==> config.mk <==
export PLATFORM = sky130hd
export DESIGN_NAME = pilc_top
export DESIGN_NICKNAME = d
export VERILOG_FILES = /design/src/core/pilc_pkg.sv /design/src/core/pilc_top.sv
export SDC_FILE = /design/constraint.sdc
export NUM_CORES = 1
export LEC_CHECK = 0
export ABC_AREA = 0
export BUFFER_PORTS_ARGS = -buffer_cell sky130_fd_sc_hd__buf_2
export CAP_MARGIN = 20
export CORE_MARGIN = 2
export CORE_UTILIZATION = 50
export DETAILED_ROUTE_END_ITERATION = 10
export GPL_ROUTABILITY_DRIVEN = 0
export GPL_TIMING_DRIVEN = 1
export PLACE_DENSITY = 0.7
export SYNTH_ARGS = -nofsm -noshare
export SYNTH_HDL_FRONTEND = slang
export SYNTH_SLANG_ARGS = --single-unit
==> constraint.sdc <==
create_clock -name clk -period 3.94 [get_ports clk]
set_input_delay 0.788 -clock clk [delete_from_list [all_inputs] [get_ports clk]]
set_output_delay 0.788 -clock clk [all_outputs]
set_load 0.02 [all_outputs]
==> src/core/pilc_pkg.sv <==
// Constants and register map of the parallel I/O line controller
package pilc_pkg;

    // ************************************************************
    // Widths
    // ************************************************************
    localparam int LINE_N = 32;
    localparam int ADDR_W = 7;
    localparam int DATA_W = 32;

    // ************************************************************
    // Register byte offsets
    // ************************************************************
    localparam logic [ADDR_W-1:0] OFS_OUT_SET    = 7'h00;
    localparam logic [ADDR_W-1:0] OFS_OUT_CLR    = 7'h04;
    localparam logic [ADDR_W-1:0] OFS_OUT_LATCH  = 7'h08;
    localparam logic [ADDR_W-1:0] OFS_PIN_LEVEL  = 7'h0c;
    localparam logic [ADDR_W-1:0] OFS_IRQ_EN     = 7'h10;
    localparam logic [ADDR_W-1:0] OFS_IRQ_DIS    = 7'h14;
    localparam logic [ADDR_W-1:0] OFS_IRQ_MASK   = 7'h18;
    localparam logic [ADDR_W-1:0] OFS_IRQ_STAT   = 7'h1c;
    localparam logic [ADDR_W-1:0] OFS_OD_EN      = 7'h20;
    localparam logic [ADDR_W-1:0] OFS_OD_DIS     = 7'h24;
    localparam logic [ADDR_W-1:0] OFS_OD_STAT    = 7'h28;
    localparam logic [ADDR_W-1:0] OFS_PU_DIS     = 7'h2c;
    localparam logic [ADDR_W-1:0] OFS_PU_EN      = 7'h30;
    localparam logic [ADDR_W-1:0] OFS_PU_STAT    = 7'h34;
    localparam logic [ADDR_W-1:0] OFS_OWR_EN     = 7'h38;
    localparam logic [ADDR_W-1:0] OFS_OWR_DIS    = 7'h3c;
    localparam logic [ADDR_W-1:0] OFS_OWR_STAT   = 7'h40;

    // ************************************************************
    // Values after reset
    // ************************************************************
    localparam logic [DATA_W-1:0] LATCH_RST  = 32'h0000_0000;
    localparam logic [DATA_W-1:0] MASK_RST   = 32'h0000_0000;
    localparam logic [DATA_W-1:0] OD_RST     = 32'h0000_0000;
    localparam logic [DATA_W-1:0] PUDIS_RST  = 32'h0000_0000;
    localparam logic [DATA_W-1:0] OWR_RST    = 32'h0000_0000;

    // ************************************************************
    // Bus answers and pin sampling
    // ************************************************************
    localparam logic [1:0] RESP_OKAY   = 2'h0;
    localparam logic [1:0] RESP_DECERR = 2'h3;
    localparam logic [1:0] PRIME_DONE  = 2'h3;

endpackage : pilc_pkg

==> src/core/pilc_top.sv <==
// Parallel I/O line controller with AXI4-Lite register access
// Functional notes
// - Set-output write: ones force latch bits to 1, zeros leave them.
// - Clear-output write: ones force latch bits to 0, zeros ignored.
// - Output latch status read returns the current latch value.
// - Direct latch write changes only lines with output-write permission.
// - Pin level status read returns synchronized pad levels.
// - Interrupt-enable write: ones set the change mask bit.
// - Interrupt-disable write: ones clear the change mask bit.
// - Mask register reads 1 for enabled, 0 for disabled lines.
// - A detected level change sets the line's status bit.
// - Reading status clears all bits except lines changing in that same cycle; reset clears them too.
// - Open-drain enable write: ones put lines in open-drain mode.
// - Open-drain disable write: ones return lines to push-pull.
// - Open-drain lines drive low only, status reads 1.
// - Push-pull lines drive high and low, status reads 0.
// - Pull-up disable write: ones turn pull-ups off.
// - Pull-up enable write: ones turn pull-ups on.
// - Pull-up status reads 0 when enabled, 1 when disabled.
// - Bit n of every per-line register belongs to line n.
//
// Decided for this implementation: the register offsets and register access over AXI4-Lite.
`timescale 1ns/1ps

module pilc_top
(
    // Clock and reset
    input  wire logic                          clk,
    input  wire logic                          rst_n,
    // AXI4-Lite write address
    input  wire logic                          s_axi_awvalid,
    output logic                               s_axi_awready,
    input  wire logic [pilc_pkg::ADDR_W-1:0]   s_axi_awaddr,
    // AXI4-Lite write data
    input  wire logic                          s_axi_wvalid,
    output logic                               s_axi_wready,
    input  wire logic [pilc_pkg::DATA_W-1:0]   s_axi_wdata,
    input  wire logic [3:0]                    s_axi_wstrb,
    // AXI4-Lite write response
    output logic                               s_axi_bvalid,
    input  wire logic                          s_axi_bready,
    output logic [1:0]                         s_axi_bresp,
    // AXI4-Lite read address
    input  wire logic                          s_axi_arvalid,
    output logic                               s_axi_arready,
    input  wire logic [pilc_pkg::ADDR_W-1:0]   s_axi_araddr,
    // AXI4-Lite read data
    output logic                               s_axi_rvalid,
    input  wire logic                          s_axi_rready,
    output logic [pilc_pkg::DATA_W-1:0]        s_axi_rdata,
    output logic [1:0]                         s_axi_rresp,
    // Pads
    input  wire logic [pilc_pkg::LINE_N-1:0]   padIn,
    output logic [pilc_pkg::LINE_N-1:0]        padOut,
    output logic [pilc_pkg::LINE_N-1:0]        padOe,
    output logic [pilc_pkg::LINE_N-1:0]        pullEn,
    // Change interrupt
    output logic                               irq
);

    // ************************************************************
    // State
    // ************************************************************
    typedef struct packed {
        logic [pilc_pkg::LINE_N-1:0] latch;
        logic [pilc_pkg::LINE_N-1:0] imr;
        logic [pilc_pkg::LINE_N-1:0] isr;
        logic [pilc_pkg::LINE_N-1:0] od;
        logic [pilc_pkg::LINE_N-1:0] puDis;
        logic [pilc_pkg::LINE_N-1:0] owr;
        logic [pilc_pkg::LINE_N-1:0] s1;
        logic [pilc_pkg::LINE_N-1:0] s2;
        logic [pilc_pkg::LINE_N-1:0] prev;
        logic [1:0]                  prime;
        logic                        awHeld;
        logic [pilc_pkg::ADDR_W-1:0] awAddr;
        logic                        wHeld;
        logic [pilc_pkg::DATA_W-1:0] wData;
        logic [3:0]                  wStrb;
        logic                        awReady;
        logic                        wReady;
        logic                        bValid;
        logic [1:0]                  bResp;
        logic                        arReady;
        logic                        rValid;
        logic [pilc_pkg::DATA_W-1:0] rData;
        logic [1:0]                  rResp;
        logic [pilc_pkg::LINE_N-1:0] padOut;
        logic [pilc_pkg::LINE_N-1:0] padOe;
        logic [pilc_pkg::LINE_N-1:0] pullEn;
        logic                        irq;
    } pilc_state_t;

    pilc_state_t                 st_r;
    pilc_state_t                 st_nxt;
    logic                        awFire;
    logic                        wFire;
    logic                        arFire;
    logic                        doWrite;
    logic [pilc_pkg::LINE_N-1:0] chg;
    logic [pilc_pkg::DATA_W-1:0] byteMask;
    logic [pilc_pkg::DATA_W-1:0] wrBits;

    // ************************************************************
    // Handshakes and write data masking
    // ************************************************************
    assign awFire  = s_axi_awvalid & st_r.awReady;
    assign wFire   = s_axi_wvalid & st_r.wReady;
    assign arFire  = s_axi_arvalid & st_r.arReady;
    assign doWrite = st_r.awHeld & st_r.wHeld & ~st_r.bValid;

    // Byte enables widened to one mask bit per line
    genvar gi;
    generate
        for (gi = 0; gi < 4; gi++)
        begin : g_strb
            assign byteMask[gi*8 +: 8] = {8{st_r.wStrb[gi]}};
        end
    endgenerate
    assign wrBits = st_r.wData & byteMask;

    // Change seen once the sampling pipe is filled
    assign chg = (st_r.prime == pilc_pkg::PRIME_DONE) ?
                 (st_r.s2 ^ st_r.prev) : '0;

    // ************************************************************
    // Next state
    // ************************************************************
    always_comb
    begin
        st_nxt = st_r;

        // Pad sampling, first stage read only by the second
        st_nxt.s1   = padIn;
        st_nxt.s2   = st_r.s1;
        st_nxt.prev = st_r.s2;
        if (st_r.prime != pilc_pkg::PRIME_DONE)
        begin
            st_nxt.prime = st_r.prime + 2'h1;
        end

        // Address and data capture, in either order
        if (awFire)
        begin
            st_nxt.awHeld = 1'b1;
            st_nxt.awAddr = s_axi_awaddr;
        end
        if (wFire)
        begin
            st_nxt.wHeld = 1'b1;
            st_nxt.wData = s_axi_wdata;
            st_nxt.wStrb = s_axi_wstrb;
        end
        if (st_r.bValid && s_axi_bready)
        begin
            st_nxt.bValid = 1'b0;
        end

        // Register write, bit n acts on line n
        if (doWrite)
        begin
            st_nxt.awHeld = 1'b0;
            st_nxt.wHeld  = 1'b0;
            st_nxt.bValid = 1'b1;
            st_nxt.bResp  = pilc_pkg::RESP_OKAY;
            case (st_r.awAddr)
                pilc_pkg::OFS_OUT_SET:   st_nxt.latch = st_r.latch | wrBits;
                pilc_pkg::OFS_OUT_CLR:   st_nxt.latch = st_r.latch & ~wrBits;
                pilc_pkg::OFS_OUT_LATCH: st_nxt.latch = (st_r.latch & ~(st_r.owr & byteMask))
                                                      | (wrBits & st_r.owr);
                pilc_pkg::OFS_IRQ_EN:    st_nxt.imr   = st_r.imr | wrBits;
                pilc_pkg::OFS_IRQ_DIS:   st_nxt.imr   = st_r.imr & ~wrBits;
                pilc_pkg::OFS_OD_EN:     st_nxt.od    = st_r.od | wrBits;
                pilc_pkg::OFS_OD_DIS:    st_nxt.od    = st_r.od & ~wrBits;
                pilc_pkg::OFS_PU_DIS:    st_nxt.puDis = st_r.puDis | wrBits;
                pilc_pkg::OFS_PU_EN:     st_nxt.puDis = st_r.puDis & ~wrBits;
                pilc_pkg::OFS_OWR_EN:    st_nxt.owr   = st_r.owr | wrBits;
                pilc_pkg::OFS_OWR_DIS:   st_nxt.owr   = st_r.owr & ~wrBits;
                pilc_pkg::OFS_PIN_LEVEL,
                pilc_pkg::OFS_IRQ_MASK,
                pilc_pkg::OFS_IRQ_STAT,
                pilc_pkg::OFS_OD_STAT,
                pilc_pkg::OFS_PU_STAT,
                pilc_pkg::OFS_OWR_STAT:  st_nxt.bResp = pilc_pkg::RESP_OKAY;
                default:                 st_nxt.bResp = pilc_pkg::RESP_DECERR;
            endcase
        end

        // Read answer
        if (st_r.rValid && s_axi_rready)
        begin
            st_nxt.rValid = 1'b0;
        end
        if (arFire)
        begin
            st_nxt.rValid = 1'b1;
            st_nxt.rResp  = pilc_pkg::RESP_OKAY;
            case (s_axi_araddr)
                pilc_pkg::OFS_OUT_LATCH: st_nxt.rData = st_r.latch;
                pilc_pkg::OFS_PIN_LEVEL: st_nxt.rData = st_r.s2;
                pilc_pkg::OFS_IRQ_MASK:  st_nxt.rData = st_r.imr;
                pilc_pkg::OFS_IRQ_STAT:  st_nxt.rData = st_r.isr;
                pilc_pkg::OFS_OD_STAT:   st_nxt.rData = st_r.od;
                pilc_pkg::OFS_PU_STAT:   st_nxt.rData = st_r.puDis;
                pilc_pkg::OFS_OWR_STAT:  st_nxt.rData = st_r.owr;
                pilc_pkg::OFS_OUT_SET,
                pilc_pkg::OFS_OUT_CLR,
                pilc_pkg::OFS_IRQ_EN,
                pilc_pkg::OFS_IRQ_DIS,
                pilc_pkg::OFS_OD_EN,
                pilc_pkg::OFS_OD_DIS,
                pilc_pkg::OFS_PU_DIS,
                pilc_pkg::OFS_PU_EN,
                pilc_pkg::OFS_OWR_EN,
                pilc_pkg::OFS_OWR_DIS:   st_nxt.rData = '0;
                default:
                begin
                    st_nxt.rData = '0;
                    st_nxt.rResp = pilc_pkg::RESP_DECERR;
                end
            endcase
        end

        // Status: clear on read, a change in the same cycle wins
        if (arFire && (s_axi_araddr == pilc_pkg::OFS_IRQ_STAT))
        begin
            st_nxt.isr = chg;
        end
        else
        begin
            st_nxt.isr = st_r.isr | chg;
        end

        // Channel readies follow the held items
        st_nxt.awReady = ~st_nxt.awHeld & ~st_nxt.bValid;
        st_nxt.wReady  = ~st_nxt.wHeld & ~st_nxt.bValid;
        st_nxt.arReady = ~st_nxt.rValid;

        // Pad drive: open-drain lines only pull low
        st_nxt.padOut = st_nxt.latch & ~st_nxt.od;
        st_nxt.padOe  = ~st_nxt.od | ~st_nxt.latch;
        st_nxt.pullEn = ~st_nxt.puDis;
        st_nxt.irq    = |(st_nxt.isr & st_nxt.imr);
    end

    // ************************************************************
    // State register
    // ************************************************************
    always_ff @(posedge clk)
    begin
        if (!rst_n)
        begin
            st_r         <= '0;
            st_r.latch   <= pilc_pkg::LATCH_RST;
            st_r.imr     <= pilc_pkg::MASK_RST;
            st_r.od      <= pilc_pkg::OD_RST;
            st_r.puDis   <= pilc_pkg::PUDIS_RST;
            st_r.owr     <= pilc_pkg::OWR_RST;
            st_r.padOut  <= pilc_pkg::LATCH_RST & ~pilc_pkg::OD_RST;
            st_r.padOe   <= ~pilc_pkg::OD_RST | ~pilc_pkg::LATCH_RST;
            st_r.pullEn  <= ~pilc_pkg::PUDIS_RST;
            st_r.awReady <= 1'b1;
            st_r.wReady  <= 1'b1;
            st_r.arReady <= 1'b1;
        end
        else
        begin
            st_r <= st_nxt;
        end
    end

    // ************************************************************
    // Outputs
    // ************************************************************
    assign s_axi_awready = st_r.awReady;
    assign s_axi_wready  = st_r.wReady;
    assign s_axi_bvalid  = st_r.bValid;
    assign s_axi_bresp   = st_r.bResp;
    assign s_axi_arready = st_r.arReady;
    assign s_axi_rvalid  = st_r.rValid;
    assign s_axi_rdata   = st_r.rData;
    assign s_axi_rresp   = st_r.rResp;
    assign padOut        = st_r.padOut;
    assign padOe         = st_r.padOe;
    assign pullEn        = st_r.pullEn;
    assign irq           = st_r.irq;

    logic fullWr;
    assign fullWr = doWrite && (st_r.wStrb == 4'hf);
endmodule // pilc_top

==> Word level (Yosys, flattened, before mapping) <==
Index checks and enable logic that the tools add are counted.
{ "totals": {"reg_bits": 473, "latch_bits": 0, "ramBits": 0, "rom_bits": 0, "inputBits": 89, "out_inout_bits": 138, "memories": 0} }
{ "op_classes": {"addsub": 1, "n_mul": 0, "div": 0, "magnitude_cmp": 0, "n_eq_ne": 34, "shifts": 0, "n_mux": 20, "n_bitwise": 37, "n_reduce_logical": 10} }
{ "ops": {"columns": ["cell", "count"], "rows": [
  ["AND 32 bit", 11],
  ["bitwise OR 32 bit", 8],
  ["case mux 32 bit (2 select lines)", 4],
  ["case mux 32 bit (7 select lines)", 1],
  ["NOT 32 bit", 5],
  ["== test 7 x 6 -> 1 bit (second input constant)", 16],
  ["2-to-1 mux 96 bit", 1],
  ["case mux 32 bit (3 select lines)", 1],
  ["2-to-1 mux 32 bit", 2],
  ["2-to-1 mux 64 bit", 1],
  ["== test 7 x 5 -> 1 bit (second input constant)", 8],
  ["2-to-1 mux 37 bit", 1],
  ["2-to-1 mux 35 bit", 1],
  ["OR reduction 17 bit", 2],
  ["OR reduction 32 bit", 1],
  ["bitwise XOR 32 bit", 1],
  ["== test 7 x 4 -> 1 bit (second input constant)", 4],
  ["== test 7 x 3 -> 1 bit (second input constant)", 2],
  ["== test 7 bit (second input constant)", 2],
  ["zero test 7 bit", 2],
  ["2-to-1 mux 8 bit", 1],
  ["AND 1 bit", 7],
  ["NOT 1 bit", 5],
  ["2-to-1 mux 1 bit", 4],
  ["8 further kinds", 11]
]} }

==> Depth between registers and ports, before layout <==
Gate-level depths: netlist of run 1.
{ "depth": {"word_depth": 8, "ltp_mapped": 10, "depth_no_buf": 6} }

==> Worst setup path before layout of run 1 <==
Ideal clock, no wire load.
{ "synth_path": {"kind": "in2reg", "startpoint": "input s_axi_araddr[1] in the netlist's numbering", "endpoint": "register st_r, in the netlist irq", "setup_ns": 0.125, "arrival_time_ns": 3.201, "required_ns": 3.815, "setup_slack_ns": 0.613, "stages": 8, "path_buffers": 2, "cell_sequence": "or4b_4 or3_1 buf_2 buf_6 a22o_1 a22o_1 or4_1 o41a_1"} }
{ "synth_via": {"elab_chain_len": 5} }
{ "synth_lines": {"columns": ["element", "line_no", "source"], "rows": [
  ["start, declared", "pilc_top.sv:46", "input wire logic [pilc_pkg::ADDR_W-1:0] s_axi_araddr,"],
  ["== test 7 x 5 -> 1 bit", "pilc_top.sv:225", "if (arFire && (s_axi_araddr == pilc_pkg::OFS_IRQ_STAT))"],
  ["logical AND 1 bit", "pilc_top.sv:225", null],
  ["2-to-1 mux 32 bit", "pilc_top.sv:225", null],
  ["AND 32 bit", "pilc_top.sv:243", "st_nxt.irq = |(st_nxt.isr & st_nxt.imr);"],
  ["OR reduction 32 bit", "pilc_top.sv:243", null],
  ["end signal, assigned", "pilc_top.sv:268", "st_r <= st_nxt;"],
  ["end, declared", "pilc_top.sv:94", "pilc_state_t st_r;"]
]} }
Every way passes these cells.
A chain may end at the register's enable or synchronous reset.

==> Final worst setup path of run 1 <==
{ "layout_path": {"startpoint": "register st_r[175] in the netlist's numbering", "endpoint": "register st_r, in the netlist irq"} }
{ "layout_via": {"elab_chain_len": 5, "word_cells_on_any_way": 6} }
{ "layout_lines": {"columns": ["element", "line_no", "source"], "rows": [
  ["== test 7 x 5 -> 1 bit", "pilc_top.sv:166", "case (st_r.awAddr)"],
  ["case mux 32 bit (2 select lines) *", "pilc_top.sv:166", null],
  ["2-to-1 mux 64 bit *", "pilc_top.sv:160", "if (doWrite)"],
  ["AND 32 bit *", "pilc_top.sv:243", null],
  ["OR reduction 32 bit *", "pilc_top.sv:243", null]
]} }
Every way passes the cells marked *; elsewhere a longest branch is shown, timed or not.

==> results of run 1 <==
cells in the final DEF, fill, tap and decap left out, drive strengths merged, types with 34 or more instances in the layout:
master | netlist | routed
dfxtp | 471 | 471
o21ai | 285 | 285
buf | 147 | 281
nand2 | 280 | 280
and2 | 210 | 210
a21boi | 107 | 107
inv | 83 | 85
clkbuf | 139 | 66
a22oi | 44 | 44
nand3 | 43 | 43
a22o | 35 | 35
a31oi | 34 | 34
routing by layer:
metal | global-route usage [%] | part of all wire (%) | vias up
met5 | 0 | 0 | -
met4 | 14.5 | 4.4 | 0
met3 | 7.12 | 12 | 188
met2 | 43.9 | 43 | 1019
met1 | 39.6 | 41 | 7518
li1 | - | - | 7423
stage by stage:
step	setup slack [ns]	cell area, sq um
floorplan	0.613	19200
global placement	0.396	19900
detailed placement	0.369	19900
CTS	0.674	21500
global route	0.533	21500
finish	0.623	21500
layout make-up:
| cell class | instances | area (sq um) | area share [%] |
|---|---|---|---|
| multi-input cells | 1338 | 7920 | 36.8 |
| clock buffers | 65 | 1360 | 6.31 |
| flip-flops and latches | 471 | 9430 | 43.8 |
| clock inverters | 22 | 282 | 1.31 |
| inverters | 83 | 312 | 1.45 |
| repair buffers | 282 | 1570 | 7.31 |
| diodes | 1 | 2.50 | 0.0116 |
| well taps | 511 | 639 | 2.97 |
worst max-delay path, delay by kind of cell, from the launching register on:
kind,cells,cell delay (ns)
and+or+nand+nor,2,1.31
AOI/OAI and AO/OA,4,1.21
DFF,1,0.34
buffers and inverters,1,0.33
worst min-delay path by stage:
| stage | cells after the start | from | to | slack [ns] |
|---|---|---|---|---|
| after floorplan | 1 | st_nxt[217]$_SDFF_PN0_ | st_nxt[185]$_SDFF_PN0_ | 0.41 |
| after global placement | 1 | st_nxt[237]$_SDFF_PN0_ | st_nxt[205]$_SDFF_PN0_ | 0.42 |
| after detailed placement | 1 | st_nxt[237]$_SDFF_PN0_ | st_nxt[205]$_SDFF_PN0_ | 0.42 |
| after CTS | 2 | padIn[24] | st_nxt[241]$_SDFF_PN0_ | 0.39 |
| after global routing | 2 | padIn[21] | st_nxt[238]$_SDFF_PN0_ | 0.41 |
| final | 2 | padIn[5] | st_nxt[222]$_SDFF_PN0_ | 0.41 |
cell families after synthesis:
kind of cell               count (synthesis)
AOI/OAI and AO/OA                        643
xor gates and xnor gates                  34
adders and majority gates                  1
buffers and inverters                    369
DFF                                      471
muxes                                     33
and+or+nand+nor                          627
registers in the layout, summed over array words and instances (netlist names), named ones only:
signal and cells:
s_axi_rresp 1, s_axi_bresp 1, s_axi_awready 1, s_axi_rvalid 1, padOut 32, padOe 32, st_nxt 64, s_axi_wready 1
s_axi_arready 1, byteMask 4, pullEn 32, irq 1, st_r 235, s_axi_bvalid 1, s_axi_rdata 32
power groups by stage:
stage | combinational [mW] | clock [mW] | sequential, mW
6_report | 0.686 | 4.75 | 5.00
5_1_grt | 0.730 | 5.00 | 5.01
4_1_cts | 0.671 | 4.80 | 4.99
3_5_place_dp | 0.668 | 0 | 5.10
3_3_place_gp | 0.654 | 0 | 5.10
2_1_floorplan | 0.454 | 0 | 5.04
==> results.md, run 1 <==
Status:
- The run finished with clean final reports.

Layout:
- In the final layout, the share of cells above drive strength 1 is 16.3%.
- At the end of the flow, the number of nets in the layout was 2,314.
- The synthesis-to-finish area growth is 12.0%.
- The post-route non-filler standard cell count is 2,773.
- The number of fillers in the final layout is 3,328.
- Measured on the finished design, the core utilization comes to 57.0%.

Power:
- IR analysis of the VDD net gives a maximum drop of 0.000277 V.
- The leakage component of the power is 8.48 nW.
- In this run the power density over the cells is 485 nW/um^2.
- The power share of the clock group is 45.5%.
- The proportion of total power due to net switching is 24.1%.
- The share of total power dissipated in combinational logic is 6.6%.
- In this run the power spent charging and discharging nets is 2.51 mW.
- The final total power is 10.4 mW.
- The sequential share of power is 47.9%.
- The internal cell power is 7.92 mW.

Job:
- The count of maximum capacitance violations is 0.

Placed design:
- Buffers placed on the I/O ports in this run total 226.
- The wire-length estimate of the detail-placed layout is 39,900 um.
- The number of cells in the design after placement is 2,685.

Floorplanning:
- The chip height is 200 um.
- The initial core utilization is 50.9%.
- The die covers 40,000 sq um.
- In this run the horizontal extent of the chip is 200 um.
- The number of rows created at floorplan is 71.
- The floorplan step defined a core boundary enclosing 37,800 sq um.
- For this design the top-level I/O count stands at 227.

STA:
- The tightest slew margin relative to the limit is 32.6%.
- The final number of max-transition violations came to 0.
- The number of hold violations in the final report is 0.
- Setup violations remaining at the end of the flow were counted as 0.
- Setup repair after global routing left no endpoint under its margin.
- For the pin with the worst max-slew slack, the measured transition is 1.01 ns.
- The fmax is 301 MHz.
- The worst clock skew is 0.0215 ns.
- The tightest hold margin is 0.406 ns.
- The period utilization is 84.2%.
- After layout, the minimum clock period comes to 3.32 ns.
- The final-layout setup total negative slack is 0 ns.

Logic synthesis:
- After Yosys synthesis, XOR and XNOR cells account for 1.55% of the synthesized area.
- After Yosys synthesis, full adders, half adders and majority gates account for 0.0651% of the synthesized area.
- The number of nets handed over by synthesis was 2,268.
- The area fraction in compound gates after synthesis is 21.2%.
- In the synthesized netlist, mux cells make up 1.72% of the area.
- The average size of a mapped cell is 8.82 sq um.
- The fraction of the mapped netlist area in simple logic gates is 16.5%.
- The synthesized instance count is 2,178.
- The share of Yosys cell area claimed by the top area cell type is 49.1%.
- The most used flip-flop cell after synthesis is dfxtp_1.
- By count the netlist is led by 471 x dfxtp_1, 283 x o21ai_0, 280 x nand2_1, 210 x and2_1, 139 x clkbuf_1.
- The count of warnings emitted by yosys is 0.
- Counting distinct cell types in the post-synthesis netlist gives 45.
- The synthesized cell area is 19,200 sq um.
- The post-synthesis sequential element count is 471.
- By area the synthesized netlist is led by dfxtp_1 49%, o21ai_0 7.4%, and2_1 6.8%.
- The fraction of registers with async set or reset after synthesis is 0%.
- The largest family of logic cells by synthesized area is compound AO/OA/AOI/OAI gates.
- Counting flops with a built-in enable in the synthesized netlist gives 0.
- dfxtp_1 takes more of the synthesized area than any other cell.
- The sequential cell area fraction in the yosys report is 49.1%.
- The cell with the most instances after synthesis is dfxtp_1.

Global routing:
- The via count of the first global-routing pass is 15,079.
- Global routing finished with a remaining overflow of 0.
- The overall fraction of global-route tracks in use is 29.3%.
- The global-route wire length before repair is 88,600 um.
- Entering global routing, the biggest net connects 90 pins.
- The number of antenna violations at the first check in global routing was 0.

Setup path:
- The worst setup path is launched from a register.
- The cell type of the slowest stage on the worst timing path is or4b_1.
- In this run the critical register-to-register path is captured at irq$_SDFF_PN0_.
- Following the worst setup path forward leads to its endpoint at irq$_SDFF_PN0_.
- The number of cells traversed by the worst register-to-register path is 7.
- Data arrives at the worst endpoint at 3.79 ns.
- The worst endpoint required time is 4.41 ns.
- The worst setup path is captured at a register.
- The startpoint identified for the worst register-to-register timing path is st_r[175]$_SDFFE_PN0P_.
- The signal on the critical path passes through or4b_1, buf_4, o41ai_1, o21ai_1, a22o_1, or4_1, o41a_1.
- In this run the worst setup path begins at st_r[175]$_SDFFE_PN0P_.
- Setup slack on the worst reg-to-reg path comes out at 0.62 ns.
- The critical path start-end classification is reg -> reg.
- The largest driver fanout on the critical path is 14.
- The delay of the slowest cell on the worst path is 0.81 ns.

Routing:
- In the routed design, unresolved DRC markers number 0.
- After detailed routing, the average wire length per cell comes to 21.5 um.
- The first TritonRoute pass finished after 6 iterations.
- The detail route stage leaves a number of antenna-violating nets equal to 0.
- The first routing iteration left 2,285 violations.
- After detailed routing, the number of vias per cell comes to 5.82.
- The via count is 16,148.
- The final wirelength is 59,700 um.

Clocking:
- The cell at the root of the clock tree is clkbuf_16.
- Counting the buffers created by CTS gives 48.
- The number of H-tree levels is 2.
- The buffer count from post-CTS setup fixing is 0.
- The clock passes through at most 3 buffers.
- After clock tree synthesis, the repair step resized 0 gates.
- The clock tree from TritonCTS is done.
- The TritonCTS sink count is 471.
- The clock-pin transition on the worst setup and hold timing paths is 0.06 ns.
- At the later pin of the worst-skew pair, clock insertion delay measures 0.59 ns.
- The number of hold buffers added after CTS is 0.

Min path:
- The path class of the lowest-slack min-delay path is in -> reg.
(Power assumes the default switching activity.)
==> run 2: changes to the inputs <==
- PLACE_DENSITY: 0.7 -> 0.73
- clock period: 3.94 -> 3 ns (I/O delays scaled with it)
==> run 2 against run 1 <==
Critical path depth unchanged. Final area increased by 2.4%. Wire length increased by 0.26%. Fmax increased by 14%. Clock skew decreased by 0.0036 ns. Via count increased by 2.3%. Die area unchanged. Setup slack got worse by 0.53 ns. Clock-buffer cell count decreased by 4. Register-to-register slack got worse by 0.53 ns. Combinational power increased by 38%. Largest power group unchanged. Highest routed layer unchanged.
==> results.md, run 2 (synthesis results as in run 1) <==
Setup path:
- The worst setup slack for register-to-register paths is 0.09 ns (-0.53 ns).
- The cell type of the slowest stage on the worst timing path is or4b_1.
- The type of destination of the critical path is a register.
- The critical path start-end classification is reg -> reg.
- The signal on the critical path passes through or4b_1, buf_6, o41ai_1, o21ai_0, a22o_1, or4_1, o41a_1.
- The startpoint of the most critical register-to-register path is st_r[176]$_SDFFE_PN0P_.
- The worst endpoint required time is 3.46 ns (-0.95 ns).
- The number of cells traversed by the worst register-to-register path is 7 (unchanged).
- The largest driver fanout on the critical path came to 17 (+3).
- STA classifies the critical path startpoint as a register.
- The worst path arrival time is 3.37 ns (-0.42 ns).
- The reg-to-reg endpoint is irq$_SDFF_PN0_.
- The delay of the slowest cell on the worst path is 0.56 ns (-0.25 ns).

Floorplanning:
- The initial core utilization came to 50.9% (unchanged).
- The total core area came to 37,800 sq um (unchanged).
- The area enclosed by the die boundary is 40,000 sq um (unchanged).
- The number of rows created at floorplan is 71 (unchanged).
- The overall die width is 200 um (unchanged).
- The chip height was 200 um (unchanged).
- The number of I/O pins was 227 (unchanged).

Placed design:
- The number of I/O port buffers came to 226 (unchanged).
- The post-DP HPWL is 40,800 um (+2.4%).
- The post-placement setup slack is -0.258 ns (-0.626 ns).
- The post-placement cell area was 20,300 sq um (+2.4%).

STA:
- Setup repair after global routing left no endpoint under its margin.
- The number of hold violations in the final report is 0 (unchanged).
- The tightest hold margin is 0.229 ns (-0.177 ns).
- The final-layout setup total negative slack came to 0 ns (unchanged).
- The worst path setup slack after routing came to 0.0889 ns (-0.534 ns).
- The clock period minus final worst setup slack was 2.91 ns (-0.406 ns).
- The final number of max-transition violations is 0 (unchanged).
- The slew of the pin with the lowest slew margin came to 0.935 ns (-0.0757 ns).
- The fmax is 344 MHz (+14%).
- The final count of negative-setup-slack endpoints came to 0 (unchanged).
- The tightest slew margin relative to the limit is 37.7% (+5.0 points).
- The period utilization is 97.0% (+13 points).
- The worst clock skew came to 0.0179 ns (-0.00359 ns).

Layout:
- The final core utilization is 58.3% (+1.4 points).
- Ranked by flip-flop count, first place goes to st_r.
- The net total in the final layout is 2,365 (+2.2%).
- The flip-flop count of the largest register, all copies and words added was 235 (unchanged).
- The synthesis-to-finish area growth is 14.7%.
- In the layout the commonest cells are 471 x dfxtp_1, 280 x nand2_1, 279 x o21ai_0.
- The share of layout cells above drive strength 1 is 18.3% (+2.0 points).
- The commonest non-fill, non-tap cell in the layout is dfxtp_1.
- The finished layout cell area was 22,000 sq um (+2.4%).

Clocking:
- The clock-pin transition on the worst setup and hold timing paths is 0.06 ns (about the same).
- The TritonCTS sink count came to 471 (unchanged).
- The buffer count from post-CTS setup fixing was 0 (unchanged).
- The number of hold buffers added after CTS is 0 (unchanged).
- The cell at the root of the clock tree is clkbuf_16.
- The maximum count of clock buffers along a single path is 3 (unchanged).
- The number of H-tree levels is 2 (unchanged).
- The clock tree from TritonCTS is done.
- The total clock buffers created by CTS was 47 (-2.1%).
- The total of cells resized after clock tree synthesis is 0 (unchanged).
- The clock insertion delay at the later pin of the skew report was 0.58 ns (about the same).

Job:
- The count of maximum capacitance violations is 0 (unchanged).

Min path:
- The worst hold path begins at padIn[15].
- The cell count of the worst hold path is 2 (unchanged).
- The worst hold path belongs to the class in -> reg.
- For hold timing, the worst endpoint is st_nxt[232]$_SDFF_PN0_.

Global routing:
- The total overflow reported by the global router came to 0 (unchanged).
- The maximum number of pins on one net before global-route repair is 93 (+3.3%).
- The via count of the first global-routing pass is 15,604 (+3.5%).
- The number of antenna violations at the first check in global routing is 2 (+2).
- The overall fraction of global-route tracks in use is 29.5% (+0.19 points).
- The global-route wire length before repair is 89,900 um (+1.5%).

Routing:
- The initial detailed-routing violation count is 1,988 (-13%).
- The detail-routed net length per standard cell is 21.2 um (-1.4%).
- The number of routed nets with antenna violations is 0 (unchanged).
- The final routed DRC violation total came to 0 (unchanged).
- The number of vias per cell is 5.86 (+0.57%).
- The length of the first detailed-routing pass in iterations is 6 (unchanged).
- The final wirelength is 59,900 um (+0.26%).
- The via count came to 16,521 (+2.3%).

Status:
- The run finished with clean final reports.

Power:
- The leakage component of the power is 8.77 nW (+3.3%).
- The power density over cell area came to 627 nW/um^2 (+29%).
- The maximum resistive drop on vdd is 0.000420 V (+52%).
## run 2: cell count changes in the layout (fill, tap and decap cells not counted), moves of 4 or more
cell	before	now
buf_4	55	99
clkbuf_1	10	2
buf_12	1	8
clkbuf_8	6	11
o21ai_0	283	279
o21ai_1	2	6
## run 2: layout make-up
class / count / area (sq um)
clock buffers: 61 / 1370
inverters: 83 / 312
well taps: 511 / 639
repair buffers: 334 / 2050
multi-input cells: 1338 / 7920
clock inverters: 22 / 300
fillers: 3306 / 15700
diodes: 1 / 2.50
flip-flops and latches: 471 / 9430
## run 2: power breakdown
part	leakage (nW)	switching [mW]	internal [mW]
Combinational	4.11	0.613	0.336
Clock	0.825	2.49	3.82
Sequential	3.83	0.147	6.41
Total	8.77	3.25	10.6
## run 2: how the worst max path moves through the flow
stage,from,to,slack (ns),cells past startpoint
3_3_place_gp,s_axi_araddr[1],irq$_SDFF_PN0_,-0.25,7
5_1_grt,st_r[176]$_SDFFE_PN0P_,irq$_SDFF_PN0_,0.03,7
3_5_place_dp,s_axi_araddr[1],irq$_SDFF_PN0_,-0.26,7
4_1_cts,st_r[176]$_SDFFE_PN0P_,irq$_SDFF_PN0_,0.05,7
6_report,st_r[176]$_SDFFE_PN0P_,irq$_SDFF_PN0_,0.09,7
2_1_floorplan,s_axi_araddr[1],irq$_SDFF_PN0_,0.009,8
## run 2: layer usage
layer  vias up  wire length (um)  GRT usage [%]
li1       7532                 -              -
met1      7756             24100           39.8
met2      1046             26000           44.7
met3       187              7280           7.44
met4         0              2550           13.1
met5         -                 0              0
## run 2: worst max-delay path: cells and delay by family, from the launching register on
family	cells	cell delay, ns
AO/OA/AOI/OAI	4	1.12
buffers and inverters	1	0.21
flip-flops	1	0.35
AND/OR/NAND/NOR	2	1.10
## run 2: metrics by stage
step           total power [mW]  std cells
3_5_place_dp               7.60       2737
2_1_floorplan              7.22       2178
5_1_grt                    14.2       2820
4_1_cts                    13.9       2820
3_3_place_gp               7.58       2737
6_report                   13.8       2821
